## config.mk

```make
export PLATFORM = sky130hd
export DESIGN_NAME = atsd_regs
export DESIGN_NICKNAME = d
export VERILOG_FILES = /design/src/logic/atsd_pkg.sv /design/src/logic/atsd_swap_if.sv /design/src/logic/atsd_trim_bank.sv /design/src/logic/atsd_swap_seq.sv /design/src/logic/atsd_regs.sv
export SDC_FILE = /design/constraint.sdc
export NUM_CORES = 1
export LEC_CHECK = 0
export BUFFER_PORTS_ARGS = -buffer_cell sky130_fd_sc_hd__buf_4
export CORE_MARGIN = 2
export CORE_UTILIZATION = 50
export DETAILED_ROUTE_END_ITERATION = 16
export GPL_TIMING_DRIVEN = 0
export PLACE_DENSITY = 0.87
export SETUP_SLACK_MARGIN = 0.4
export SLEW_MARGIN = 20
export SYNTH_ARGS = -nofsm -noshare
export SYNTH_HDL_FRONTEND = slang
export SYNTH_SLANG_ARGS = --single-unit
export TNS_END_PERCENT = 50
```

## constraint.sdc

```tcl
create_clock -name aclk -period 1.95 [get_ports aclk]
set_input_delay 0.0975 -clock aclk [delete_from_list [all_inputs] [get_ports aclk]]
set_output_delay 0.0975 -clock aclk [all_outputs]
set_load 0.05 [all_outputs]
```

## src/logic/atsd_pkg.sv

```systemverilog
// package: register map, reset values and swap timing constants of the trim and swap delay bank
package atsd_pkg;
  // register indices; byte address is four times the index
  localparam logic [9:0] IDX_REFERENCE_TRIM     = 10'h07c;
  localparam logic [9:0] IDX_TERMINATION_TRIM_A = 10'h07e;
  localparam logic [9:0] IDX_TERMINATION_TRIM_B = 10'h07f;
  localparam logic [9:0] IDX_TERMINATION_TRIM_C = 10'h080;
  localparam logic [9:0] IDX_TERMINATION_TRIM_D = 10'h081;
  localparam logic [9:0] IDX_SWAP_OVERLAP_DELAY = 10'h09a;
  localparam logic [9:0] IDX_STEER_SELECT_DELAY = 10'h09b;
  localparam logic [9:0] IDX_SWAP_STATUS        = 10'h0f0;
  // field layout
  localparam int          REF_TRIM_W            = 4;
  localparam int          TERM_TRIM_W           = 8;
  localparam int          DELAY_W               = 5;
  localparam int          STATUS_BUSY_BIT       = 0;
  localparam int          STATUS_CORE_BIT       = 1;
  // reset values
  localparam logic [3:0]  REFERENCE_TRIM_RESET  = 4'h0;
  localparam logic [7:0]  TERMINATION_RESET     = 8'h00;
  localparam logic [4:0]  SWAP_OVERLAP_RESET    = 5'h08;
  localparam logic [4:0]  STEER_SELECT_RESET    = 5'h07;
  // overlap length is base plus twice the programmed delay, in converter cycles
  localparam logic [6:0]  OVERLAP_BASE          = 7'h04;
  // bus answers
  localparam logic [1:0]  RESP_OKAY             = 2'h0;
  localparam logic [1:0]  RESP_SLVERR           = 2'h2;
  // trim bank write selects
  localparam logic [2:0]  SEL_REFERENCE         = 3'h0;

  typedef enum logic [3:0] {
    REG_NONE      = 4'h0,
    REG_REFERENCE = 4'h1,
    REG_TERM_A    = 4'h2,
    REG_TERM_B    = 4'h3,
    REG_TERM_C    = 4'h4,
    REG_TERM_D    = 4'h5,
    REG_OVERLAP   = 4'h6,
    REG_STEER     = 4'h7,
    REG_STATUS    = 4'h8
  } atsd_reg_type;

  typedef enum logic [0:0] {
    SWAP_IDLE = 1'b0,
    SWAP_RUN  = 1'b1
  } atsd_swap_state_type;
endpackage : atsd_pkg

```

## src/logic/atsd_swap_if.sv

```systemverilog
// interface: delay settings and swap control between the register bank and the swap sequencer
interface atsd_swap_if;
  logic [4:0] overlap_delay;
  logic [4:0] steer_delay;
  logic       start;
  logic       tick;
  logic       overlap_active;
  logic       core_select;
  logic       active_core;
  logic       busy;

  modport ctrl (
    output overlap_delay, steer_delay, start, tick,
    input  overlap_active, core_select, active_core, busy
  );
  modport seq (
    input  overlap_delay, steer_delay, start, tick,
    output overlap_active, core_select, active_core, busy
  );
endinterface : atsd_swap_if

```

## src/logic/atsd_trim_bank.sv

```systemverilog
// trim bank: reference and termination trims, cleared by reset and then loaded with factory values
module atsd_trim_bank #(
  parameter int NUM_INPUTS = 4
) (
  // clock and reset
  input  wire logic                       clk,
  input  wire logic                       rst_n,
  // factory values
  input  wire logic [3:0]                 factory_reference,
  input  wire logic [NUM_INPUTS-1:0][7:0] factory_termination,
  // software write port
  input  wire logic                       wr_en,
  input  wire logic [2:0]                 wr_sel,
  input  wire logic [7:0]                 wr_data,
  // trims
  output logic      [3:0]                 reference_trim,
  output logic      [NUM_INPUTS-1:0][7:0] termination_trim,
  output logic                            load_pending
);
  if (NUM_INPUTS < 1 || NUM_INPUTS > 7) begin : g_check
    $error("atsd_trim_bank: NUM_INPUTS must be 1 to 7");
  end

  typedef struct packed {
    logic                       pending;
    logic [3:0]                 ref_trim;
    logic [NUM_INPUTS-1:0][7:0] term;
  } atsd_trim_state_type;

  atsd_trim_state_type s_reg;
  atsd_trim_state_type s_next;

  always_comb begin
    s_next = s_reg;
    // factory load happens once, on the first edge after reset release
    if (s_reg.pending) begin
      s_next.pending  = 1'b0;
      s_next.ref_trim = factory_reference;
      s_next.term     = factory_termination;
    end else if (wr_en) begin
      if (wr_sel == atsd_pkg::SEL_REFERENCE) begin
        s_next.ref_trim = wr_data[3:0];
      end
      for (int i = 0; i < NUM_INPUTS; i++) begin
        if (wr_sel == 3'(i + 1)) begin
          s_next.term[i] = wr_data;
        end
      end
    end
  end

  always_ff @(posedge clk) begin
    if (!rst_n) begin
      s_reg.pending  <= 1'b1;
      s_reg.ref_trim <= atsd_pkg::REFERENCE_TRIM_RESET;
      s_reg.term     <= {NUM_INPUTS{atsd_pkg::TERMINATION_RESET}};
    end else begin
      s_reg <= s_next;
    end
  end

  assign reference_trim   = s_reg.ref_trim;
  assign termination_trim = s_reg.term;
  assign load_pending     = s_reg.pending;
endmodule : atsd_trim_bank

```

## src/logic/atsd_swap_seq.sv

```systemverilog
// swap sequencer: overlap window and delayed output steering during a background core swap
module atsd_swap_seq (
  // clock and reset
  input  wire logic clk,
  input  wire logic rst_n,
  // settings and status
  atsd_swap_if.seq  sw
);
  typedef struct packed {
    atsd_pkg::atsd_swap_state_type state;
    logic [6:0]                    overlap_cnt;
    logic [4:0]                    steer_cnt;
    logic                          steered;
    logic                          overlap_active;
    logic                          active_core;
    logic                          core_select;
  } atsd_seq_state_type;

  atsd_seq_state_type s_reg;
  atsd_seq_state_type s_next;

  always_comb begin
    s_next = s_reg;
    case (s_reg.state)
      atsd_pkg::SWAP_IDLE: begin
        if (sw.start) begin
          // settings are captured here, so a late register write cannot disturb a running swap
          s_next.state          = atsd_pkg::SWAP_RUN;
          s_next.overlap_cnt    = atsd_pkg::OVERLAP_BASE + {1'b0, sw.overlap_delay, 1'b0};
          s_next.overlap_active = 1'b1;
          s_next.steer_cnt      = sw.steer_delay;
          s_next.steered        = (sw.steer_delay == 5'h00);
        end
      end
      atsd_pkg::SWAP_RUN: begin
        if (sw.tick) begin
          if (s_reg.overlap_cnt != 7'h00) begin
            s_next.overlap_cnt    = s_reg.overlap_cnt - 7'h01;
            s_next.overlap_active = (s_reg.overlap_cnt != 7'h01);
          end
          if (s_reg.steer_cnt != 5'h00) begin
            s_next.steer_cnt = s_reg.steer_cnt - 5'h01;
            s_next.steered   = (s_reg.steer_cnt == 5'h01);
          end
        end
        if (s_reg.overlap_cnt == 7'h00 && s_reg.steered) begin
          s_next.state       = atsd_pkg::SWAP_IDLE;
          s_next.active_core = ~s_reg.active_core;
          s_next.steered     = 1'b0;
        end
      end
      default: begin
        s_next.state = atsd_pkg::SWAP_IDLE;
      end
    endcase
    // outside a swap the steering follows the active core only
    s_next.core_select = s_next.active_core ^ (s_next.state == atsd_pkg::SWAP_RUN && s_next.steered);
  end

  always_ff @(posedge clk) begin
    if (!rst_n) begin
      s_reg <= '0;
    end else begin
      s_reg <= s_next;
    end
  end

  assign sw.overlap_active = s_reg.overlap_active;
  assign sw.core_select    = s_reg.core_select;
  assign sw.active_core    = s_reg.active_core;
  assign sw.busy           = (s_reg.state == atsd_pkg::SWAP_RUN);
endmodule : atsd_swap_seq

```

## src/logic/atsd_regs.sv

```systemverilog
// top: trim and swap delay register bank behind an axi4-lite slave
// Function
// - 4-bit reference trim in low bits, factory value after reset, readable and writable.
// - Four 8-bit termination trims, inputs a to d, at consecutive addresses.
// - Termination trims hold factory values after reset; reads return them, writes replace them.
// - Overlap delay is 5 bits, resets to 8, accepts 0 to 31.
// - During a swap both cores sample together for 4 plus twice the overlap delay.
// - Steer select delay is 5 bits, resets to 7, delays the core output select.
// - Steer select delay acts only during a swap; otherwise steering is unaffected.
//
// The implementer's own choice: the AXI4-Lite interface to the registers.
module atsd_regs #(
  parameter int NUM_INPUTS = 4
) (
  // clock and reset
  input  wire logic                       aclk,
  input  wire logic                       aresetn,
  // axi4-lite write address
  input  wire logic                       s_axi_awvalid,
  output logic                            s_axi_awready,
  input  wire logic [11:0]                s_axi_awaddr,
  input  wire logic [2:0]                 s_axi_awprot,
  // axi4-lite write data
  input  wire logic                       s_axi_wvalid,
  output logic                            s_axi_wready,
  input  wire logic [31:0]                s_axi_wdata,
  input  wire logic [3:0]                 s_axi_wstrb,
  // axi4-lite write response
  output logic                            s_axi_bvalid,
  input  wire logic                       s_axi_bready,
  output logic      [1:0]                 s_axi_bresp,
  // axi4-lite read address
  input  wire logic                       s_axi_arvalid,
  output logic                            s_axi_arready,
  input  wire logic [11:0]                s_axi_araddr,
  input  wire logic [2:0]                 s_axi_arprot,
  // axi4-lite read data
  output logic                            s_axi_rvalid,
  input  wire logic                       s_axi_rready,
  output logic      [31:0]                s_axi_rdata,
  output logic      [1:0]                 s_axi_rresp,
  // factory trim values
  input  wire logic [3:0]                 factory_reference_trim,
  input  wire logic [NUM_INPUTS-1:0][7:0] factory_termination_trim,
  // calibration engine
  input  wire logic                       swap_request,
  input  wire logic                       converter_tick,
  // analog trims
  output logic      [3:0]                 reference_trim,
  output logic      [NUM_INPUTS-1:0][7:0] termination_trim,
  // swap steering
  output logic                            overlap_active,
  output logic                            encoder_core_select,
  output logic                            swap_busy
);
  if (NUM_INPUTS != 4) begin : g_check
    $error("atsd_regs: the register map holds exactly four termination trims");
  end

  typedef struct packed {
    logic        awready;
    logic        wready;
    logic        bvalid;
    logic [1:0]  bresp;
    logic        arready;
    logic        rvalid;
    logic [1:0]  rresp;
    logic [7:0]  rdata;
    logic        aw_full;
    logic        w_full;
    logic [9:0]  aw_idx;
    logic [7:0]  wdata;
    logic        wlane;
    logic [4:0]  overlap_delay;
    logic [4:0]  steer_delay;
  } atsd_top_state_type;

  atsd_top_state_type s_reg;
  atsd_top_state_type s_next;

  logic       trim_wr_en;
  logic [2:0] trim_wr_sel;
  logic       trim_load_pending;

  atsd_swap_if sw ();

  // one decoder shared by the read and write paths keeps the map in one place
  function automatic atsd_pkg::atsd_reg_type decode(input logic [9:0] idx);
    case (idx)
      atsd_pkg::IDX_REFERENCE_TRIM:     decode = atsd_pkg::REG_REFERENCE;
      atsd_pkg::IDX_TERMINATION_TRIM_A: decode = atsd_pkg::REG_TERM_A;
      atsd_pkg::IDX_TERMINATION_TRIM_B: decode = atsd_pkg::REG_TERM_B;
      atsd_pkg::IDX_TERMINATION_TRIM_C: decode = atsd_pkg::REG_TERM_C;
      atsd_pkg::IDX_TERMINATION_TRIM_D: decode = atsd_pkg::REG_TERM_D;
      atsd_pkg::IDX_SWAP_OVERLAP_DELAY: decode = atsd_pkg::REG_OVERLAP;
      atsd_pkg::IDX_STEER_SELECT_DELAY: decode = atsd_pkg::REG_STEER;
      atsd_pkg::IDX_SWAP_STATUS:        decode = atsd_pkg::REG_STATUS;
      default:                          decode = atsd_pkg::REG_NONE;
    endcase
  endfunction : decode

  always_comb begin
    atsd_pkg::atsd_reg_type wr_reg;
    atsd_pkg::atsd_reg_type rd_reg;
    wr_reg      = decode(s_reg.aw_idx);
    rd_reg      = decode(s_axi_araddr[11:2]);
    s_next      = s_reg;
    trim_wr_en  = 1'b0;
    trim_wr_sel = atsd_pkg::SEL_REFERENCE;
    // address and data are caught independently, in either order
    if (s_reg.awready && s_axi_awvalid) begin
      s_next.aw_full = 1'b1;
      s_next.aw_idx  = s_axi_awaddr[11:2];
    end
    if (s_reg.wready && s_axi_wvalid) begin
      s_next.w_full = 1'b1;
      s_next.wdata  = s_axi_wdata[7:0];
      s_next.wlane  = s_axi_wstrb[0];
    end
    if (s_reg.bvalid && s_axi_bready) begin
      s_next.bvalid = 1'b0;
    end
    // reserved bits are not stored; what software writes there is dropped
    if (s_reg.aw_full && s_reg.w_full && !s_reg.bvalid) begin
      s_next.aw_full = 1'b0;
      s_next.w_full  = 1'b0;
      s_next.bvalid  = 1'b1;
      s_next.bresp   = atsd_pkg::RESP_OKAY;
      case (wr_reg)
        atsd_pkg::REG_REFERENCE, atsd_pkg::REG_TERM_A, atsd_pkg::REG_TERM_B,
        atsd_pkg::REG_TERM_C, atsd_pkg::REG_TERM_D: begin
          trim_wr_en  = s_reg.wlane;
          trim_wr_sel = 3'(wr_reg - atsd_pkg::REG_REFERENCE);
        end
        atsd_pkg::REG_OVERLAP: begin
          if (s_reg.wlane) begin
            s_next.overlap_delay = s_reg.wdata[4:0];
          end
        end
        atsd_pkg::REG_STEER: begin
          if (s_reg.wlane) begin
            s_next.steer_delay = s_reg.wdata[4:0];
          end
        end
        atsd_pkg::REG_STATUS: begin
          s_next.bresp = atsd_pkg::RESP_OKAY;
        end
        default: begin
          s_next.bresp = atsd_pkg::RESP_SLVERR;
        end
      endcase
    end
    if (s_reg.rvalid && s_axi_rready) begin
      s_next.rvalid = 1'b0;
    end
    if (s_reg.arready && s_axi_arvalid) begin
      s_next.rvalid = 1'b1;
      s_next.rresp  = atsd_pkg::RESP_OKAY;
      case (rd_reg)
        atsd_pkg::REG_REFERENCE: s_next.rdata = {4'h0, reference_trim};
        atsd_pkg::REG_TERM_A:    s_next.rdata = termination_trim[0];
        atsd_pkg::REG_TERM_B:    s_next.rdata = termination_trim[1];
        atsd_pkg::REG_TERM_C:    s_next.rdata = termination_trim[2];
        atsd_pkg::REG_TERM_D:    s_next.rdata = termination_trim[3];
        atsd_pkg::REG_OVERLAP:   s_next.rdata = {3'h0, s_reg.overlap_delay};
        atsd_pkg::REG_STEER:     s_next.rdata = {3'h0, s_reg.steer_delay};
        atsd_pkg::REG_STATUS:    s_next.rdata = {6'h00, sw.active_core, sw.busy};
        default: begin
          s_next.rdata = 8'h00;
          s_next.rresp = atsd_pkg::RESP_SLVERR;
        end
      endcase
    end
    // ready is withheld while a channel is holding its item or an answer waits
    s_next.awready = !s_next.aw_full && !s_next.bvalid;
    s_next.wready  = !s_next.w_full && !s_next.bvalid;
    s_next.arready = !s_next.rvalid;
  end

  always_ff @(posedge aclk) begin
    if (!aresetn) begin
      s_reg               <= '0;
      s_reg.overlap_delay <= atsd_pkg::SWAP_OVERLAP_RESET;
      s_reg.steer_delay   <= atsd_pkg::STEER_SELECT_RESET;
    end else begin
      s_reg <= s_next;
    end
  end

  atsd_trim_bank #(
    .NUM_INPUTS (NUM_INPUTS)
  ) u_trim (
    .clk                 (aclk),
    .rst_n               (aresetn),
    .factory_reference   (factory_reference_trim),
    .factory_termination (factory_termination_trim),
    .wr_en               (trim_wr_en),
    .wr_sel              (trim_wr_sel),
    .wr_data             (s_reg.wdata),
    .reference_trim      (reference_trim),
    .termination_trim    (termination_trim),
    .load_pending        (trim_load_pending)
  );

  assign sw.overlap_delay = s_reg.overlap_delay;
  assign sw.steer_delay   = s_reg.steer_delay;
  assign sw.start         = swap_request;
  assign sw.tick          = converter_tick;

  atsd_swap_seq u_seq (
    .clk   (aclk),
    .rst_n (aresetn),
    .sw    (sw.seq)
  );

  assign s_axi_awready       = s_reg.awready;
  assign s_axi_wready        = s_reg.wready;
  assign s_axi_bvalid        = s_reg.bvalid;
  assign s_axi_bresp         = s_reg.bresp;
  assign s_axi_arready       = s_reg.arready;
  assign s_axi_rvalid        = s_reg.rvalid;
  assign s_axi_rresp         = s_reg.rresp;
  assign s_axi_rdata         = {24'h000000, s_reg.rdata};
  assign overlap_active      = sw.overlap_active;
  assign encoder_core_select = sw.core_select;
  assign swap_busy           = sw.busy;
endmodule : atsd_regs

```

# Word-level counts from Yosys, hierarchy flattened
# Cells that the tools add are included.
[op_classes] add_sub_neg=4 reduce_logical=39 bitwise=3 n_mux=34 eq_ne=42
[ops] op="$eq A10 B8 Y1 const B" n=10
[ops] op="$mux W36" n=2
[ops] op="$pmux W4 S8" n=2
[ops] op="$pmux W8 S8" n=1
[ops] op="$eq A10 B7 Y1 const B" n=6
[ops] op="$mux W37" n=1
[ops] op="$eq A4 B3 Y1 const B" n=8
[ops] op="$mux W8" n=4
[ops] op="$pmux W15 S2" n=1
[ops] op="$eq A4 B2 Y1 const B" n=4
[ops] op="$reduce_or A8 Y1" n=2
[ops] op="$mux W15" n=1
[ops] op="$mux W14" n=1
[ops] op="$reduce_and A3 Y1" n=4
[ops] op="$reduce_bool A2 Y1" n=6
[ops] op="$logic_and A1 B1 Y1" n=11
[ops] op="$mux W1" n=11
[ops] op="$mux W11" n=1
[ops] op="$reduce_and A2 Y1" n=5
[ops] op="$mux W3" n=3
[ops] op="$eq A4 B1 Y1 const B" n=2
[ops] op="$eq A4 B4 Y1 const B" n=2
[ops] op="$ne A2 B2 Y1 const B" n=4
[ops] op="$add A3 B6 Y7 const A" n=1
[ops] op="other kinds (21)" n=29
[word_totals] output_inout_bits=80 ff_bits=102 wordCells=150

# Depth between registers and ports, before layout
[depth] word_depth=11 mapped_depth=7

# Hierarchy
# From an unflattened synthesis, not the netlist that was laid out.
[unflattened] hier_cells=631 area_unflattened_um2=5400.2
[modules_own_cells] mod="atsd_regs" instances=1 area_per_inst_um2=2698.8 cells_each=328 seq_area_each_um2=920.9
[modules_own_cells] mod="atsd_trim_bank" instances=1 area_per_inst_um2=1589.0 cells_each=168 seq_area_each_um2=740.7
[modules_own_cells] mod="atsd_swap_seq" instances=1 area_per_inst_um2=1112.3 cells_each=135 seq_area_each_um2=340.3

# Worst setup path after synthesis
# No wires, ideal clock.
[synth_timing] path_type="reg2reg" start="register u_seq.s_reg (netlist bit u_seq.sw.busy)" end="register u_seq.s_reg[11] (netlist name)" path_buffers=1 arrival_ns=1.762 setup_time_ns=0.127 setup_slack_ns=0.061 stages_incl_launch_ff=7 path_cell_list="dfxtp_1 clkbuf_1 nor2b_1 o311ai_0 o21ai_0 a221oi_1 nor2_1"
[synth_via] elab_chain_len=3 elab_cells_between_ends=6 cone_classes="eq/ne: 3; mux: 1; bitwise: 1; reduce/logical: 1"
[synth_rtl] element="from (decl)" line_no="atsd_swap_seq.sv:19" source="atsd_seq_state_type s_reg;"
[synth_rtl] element="from (signal assigned)" line_no="atsd_swap_seq.sv:64" source="s_reg <= s_next;"
[synth_rtl] element="$not A1 Y1" line_no="atsd_swap_seq.sv:24" source="case (s_reg.state)"
[synth_rtl] element="$ne A2 B2 Y1 (no line)"
[synth_rtl] element="$reduce_and A3 Y1 (no line)"
# Parallel ways exist; a longest one is shown, timed or not.
# A chain may end at the register's enable or synchronous reset.

# Worst setup path in the final report
[layout_timing] start="register s_reg[24] (netlist name)" end="register u_trim.s_reg (netlist bit u_trim.termination_trim[23])"
[layout_via] elab_chain_len=9 elab_cells_between_ends=24 cone_classes="add/sub: 1; eq/ne: 14; mux: 5; reduce/logical: 4"
[layout_rtl] element="from (decl)" line_no="atsd_regs.sv:78" source="atsd_top_state_type s_reg;"
[layout_rtl] element="from (signal assigned)" line_no="atsd_regs.sv:186" source="s_reg <= s_next;"
[layout_rtl] element="$eq A10 B8 Y1 / $eq A10 B7 Y1 (equally long branches)" line_no="atsd_regs.sv:89" source="case (idx)"
[layout_rtl] element="$pmux W4 S8 (*)" line_no="atsd_regs.sv:89"
[layout_rtl] element="$eq A4 B1 Y1 (tied with other cells)" line_no="atsd_regs.sv:129" source="case (wr_reg)"
[layout_rtl] element="$reduce_or A5 Y1"
[layout_rtl] element="$mux W3" line_no="atsd_regs.sv:129"
[layout_rtl] element="$mux W3" line_no="atsd_regs.sv:124" source="if (s_reg.aw_full && s_reg.w_full && !s_reg.bvalid) begin"
[layout_rtl] element="$eq A3 B2 Y1" line_no="atsd_trim_bank.sv:45" source="if (wr_sel == 3'(i + 1)) begin"
[layout_rtl] element="$reduce_bool A2 Y1 (no line)"
[layout_rtl] element="$reduce_and A2 Y1 (no line) (*)"
[layout_rtl] element="to (signal assigned)" line_no="atsd_trim_bank.sv:58" source="s_reg <= s_next;"
[layout_rtl] element="to (decl)" line_no="atsd_trim_bank.sv:30" source="atsd_trim_state_type s_reg;"
# Every way passes the cells marked *; elsewhere a longest branch is shown, timed or not.

==> metrics.cfg <==
[hold_path]
min_to=u_trim.termination_trim[18]
min_from=factory_termination_trim[18]
hold_class=in2reg
whs_path_depth=3

[placement]
dp_hpwl_um=11600
gp_congestion=0.9501
port_buffers=126
placed_area_um2=6339

[synth]
ys_warn_count=0
synth_edf_count=0
syn-cell-area_um2=5090
ys_top_cells_by_area=dfxtp_1 (39%), mux2i_1 (12%), a21oi_1 (7.5%)
synthCells=604
yosys_register_bits=100
yosysUniqueCellTypes=62
synth_top_area_share_pct=39.33
yosysTopAreaCell=dfxtp_1
ys.flop_type=dfxtp_1
synthArstFlopShare_pct=0
yosysMostFrequentCell=dfxtp_1
synthTopCellsByCount=dfxtp_1 (100), a21oi_1 (76), nand2_1 (65), mux2i_1 (61), o21ai_0 (51)
ys_seq_area_share_pct=39.33
avgSynthCellArea_um2=8.427

[finish]
nets=926
syn2layout_area_growth_pct=39.60
utilization_pct=72.36
fin_area_um2=7106
drive_above_1_share_pct=29.98
antenna_cells=0
largest_reg_flops=32

[sta]
setup_viol=0
finalCritPeriodShare_pct=95.73
slew_violations=0
clock.fmax_mhz=535.7
slew_headroom_pct=41.35
finalHoldViolCount=0
fin_skew_ns=0.01532
min_period_ns=1.867
worst_slew_pin_slew_ns=0.8797
grt_setup_unrepaired=yes
holdWs_ns=0.005551

[grt]
grt_max_degree=19
grt_overflow=0
busiest_layer=met2
met1_usage_pct=36.08
grt_antenna_before_repair=0
use_met3_pct=5.614
grt_pass1_wl_um=25470
grt_pass1_vias=5184
met2_usage_pct=48.47
grt_usage_pct=28.71

[die]
die_h_um=104.9
dieArea_um2=11000
start_util_pct=51.83
ios=191
rows=36
dieWidth_um=104.9
coreArea_um2=9819

[detailed_routing]
initialDrtViolationCount=423
drt_pass1_iterations=7
vias=5450
wl_um=16410
drc_errors=0
antenna_left=0
wire_per_inst_um=17.33
viasPerCell=5.755

[run]
max_cap_viol_count=0

[worst_setup_path]
cp-start-kind=flip-flop
crit_required_ns=2.19
criticalPathCategory=reg2reg
endpoint_kind=flip-flop
rr_endpoint=u_trim.termination_trim[23]
critPathArrivalTime_ns=2.11
worst-path-max-fanout=8
rr_worst_depth=6
setup.reg_to_reg.worst_slack_ns=0.08
crit-reg2reg-launch=s_reg[24]

[pwr]
clkPwrFrac_pct=28.3
leakage_nw=3.074
peakVddDrop_uv=549.2
power_frac_comb_pct=24.6
p_int_mw=3.154
power.density_nw_per_um2=673.8
swShare_pct=34.11
pwr-share-seq_pct=47.0
p_switching_mw=1.633

[clock_tree]
clk_pin_slew_ns=0.11
htree_levels=3
cts_tree=built
cts_max_path_buffers=2
clk-insertion-delay-late_ns=0.37
cts_made_buffers=9
root_buffer=clkbuf_8
clock_sinks=100

[outcome]
outcome=complete, no violations

## placed cells by master, fill, tap and decap left out, drive strengths merged, types with 7 or more instances in the layout
cell         instances
mux2i               61
clkbuf              35
inv                 15
nor2b                7
nand4               10
dlygate4sd3         28
a21oi               76
nand2               65
nand3               10
buf                187
conb                26
nor3                11
o21ai               52
nor2                37
dfxtp              100
## cells by family (layout without fill, tap and decap cells)
logic type | count (synthesis) | in the layout | share of synthesized area [%]
simple gates | 186 | 186 | 19.27
compound gates | 164 | 164 | 18.41
flops | 100 | 100 | 39.33
buf+inv | 83 | 268 | 8.997
mux | 61 | 61 | 12.00
fa+ha+maj | 5 | 5 | 1.229
xor+xnor | 4 | 4 | 0.6884
other cells | 1 | 26 | 0.07368
## layer usage
| metal | routed length [um] | vias up |
|---|---|---|
| met5 | 0 | - |
| met4 | 457 | 0 |
| met3 | 1297 | 47 |
| met2 | 7953 | 295 |
| met1 | 6699 | 2584 |
| li1 | - | 2524 |
## how the worst max path moves through the flow
stage,end,slack (ns),depth (start not counted),from
after global placement,s_axi_rdata[2],-0.008,7,s_axi_araddr[6]
after CTS,u_trim.termination_trim[23],0.08,6,s_reg[28]
after floorplan,u_trim.termination_trim[18],0.26,6,s_reg[28]
after detailed placement,s_axi_rdata[6],-0.09,6,s_axi_araddr[11]
final,u_trim.termination_trim[23],0.08,6,s_reg[24]
after global routing,u_trim.termination_trim[17],0.02,6,s_reg[28]
## repair_timing
action | CTS | global route
gates resized for setup | 36 | 11
gates cloned | 0 | 0
pin swaps | 14 | 6
hold buffers | 27 | 1
endpoints found under the setup margin | 70 | 68
hold endpoints to repair | 27 | 1
setup buffers | 10 | 6
## per-stage QoR
step           setup WS, ns  cells  power, mW  setup TNS, ns
4_1_cts             0.08059    940      4.750              0
5_1_grt             0.01937    947      4.937              0
3_5_place_dp       -0.08996    888      3.359        -0.4232
2_1_floorplan        0.2563    629      2.995              0
3_3_place_gp      -0.007783    888      3.329       -0.02837
6_report            0.08322    947      4.788              0
## critical path, cell delays in order, from the launching register on
cell and delay [ns]:
dfxtp_1 0.34, or4_4 0.53, nor2_4 0.16, and4b_1 0.24, buf_6 0.16, mux2i_1 0.21, a21oi_1 0.09
## final cells by class
type | instances | area, um2
fillers | 748 | 2714
multi-input cells | 446 | 2868
clock inverters | 5 | 52.55
flip-flops and latches | 100 | 2022
well taps | 133 | 166.4
clock buffers | 10 | 148.9
plain buffers | 70 | 436.7
inverters | 13 | 48.80
repair buffers | 170 | 1363
## power groups by stage
stage	combinational, mW	clock, mW	sequential [mW]
2_1_floorplan	0.516	0	2.48
3_3_place_gp	1.05	0	2.28
3_5_place_dp	1.07	0	2.29
4_1_cts	1.15	1.36	2.24
5_1_grt	1.25	1.43	2.26
6_report	1.18	1.36	2.25
(Power assumes the default switching activity.)
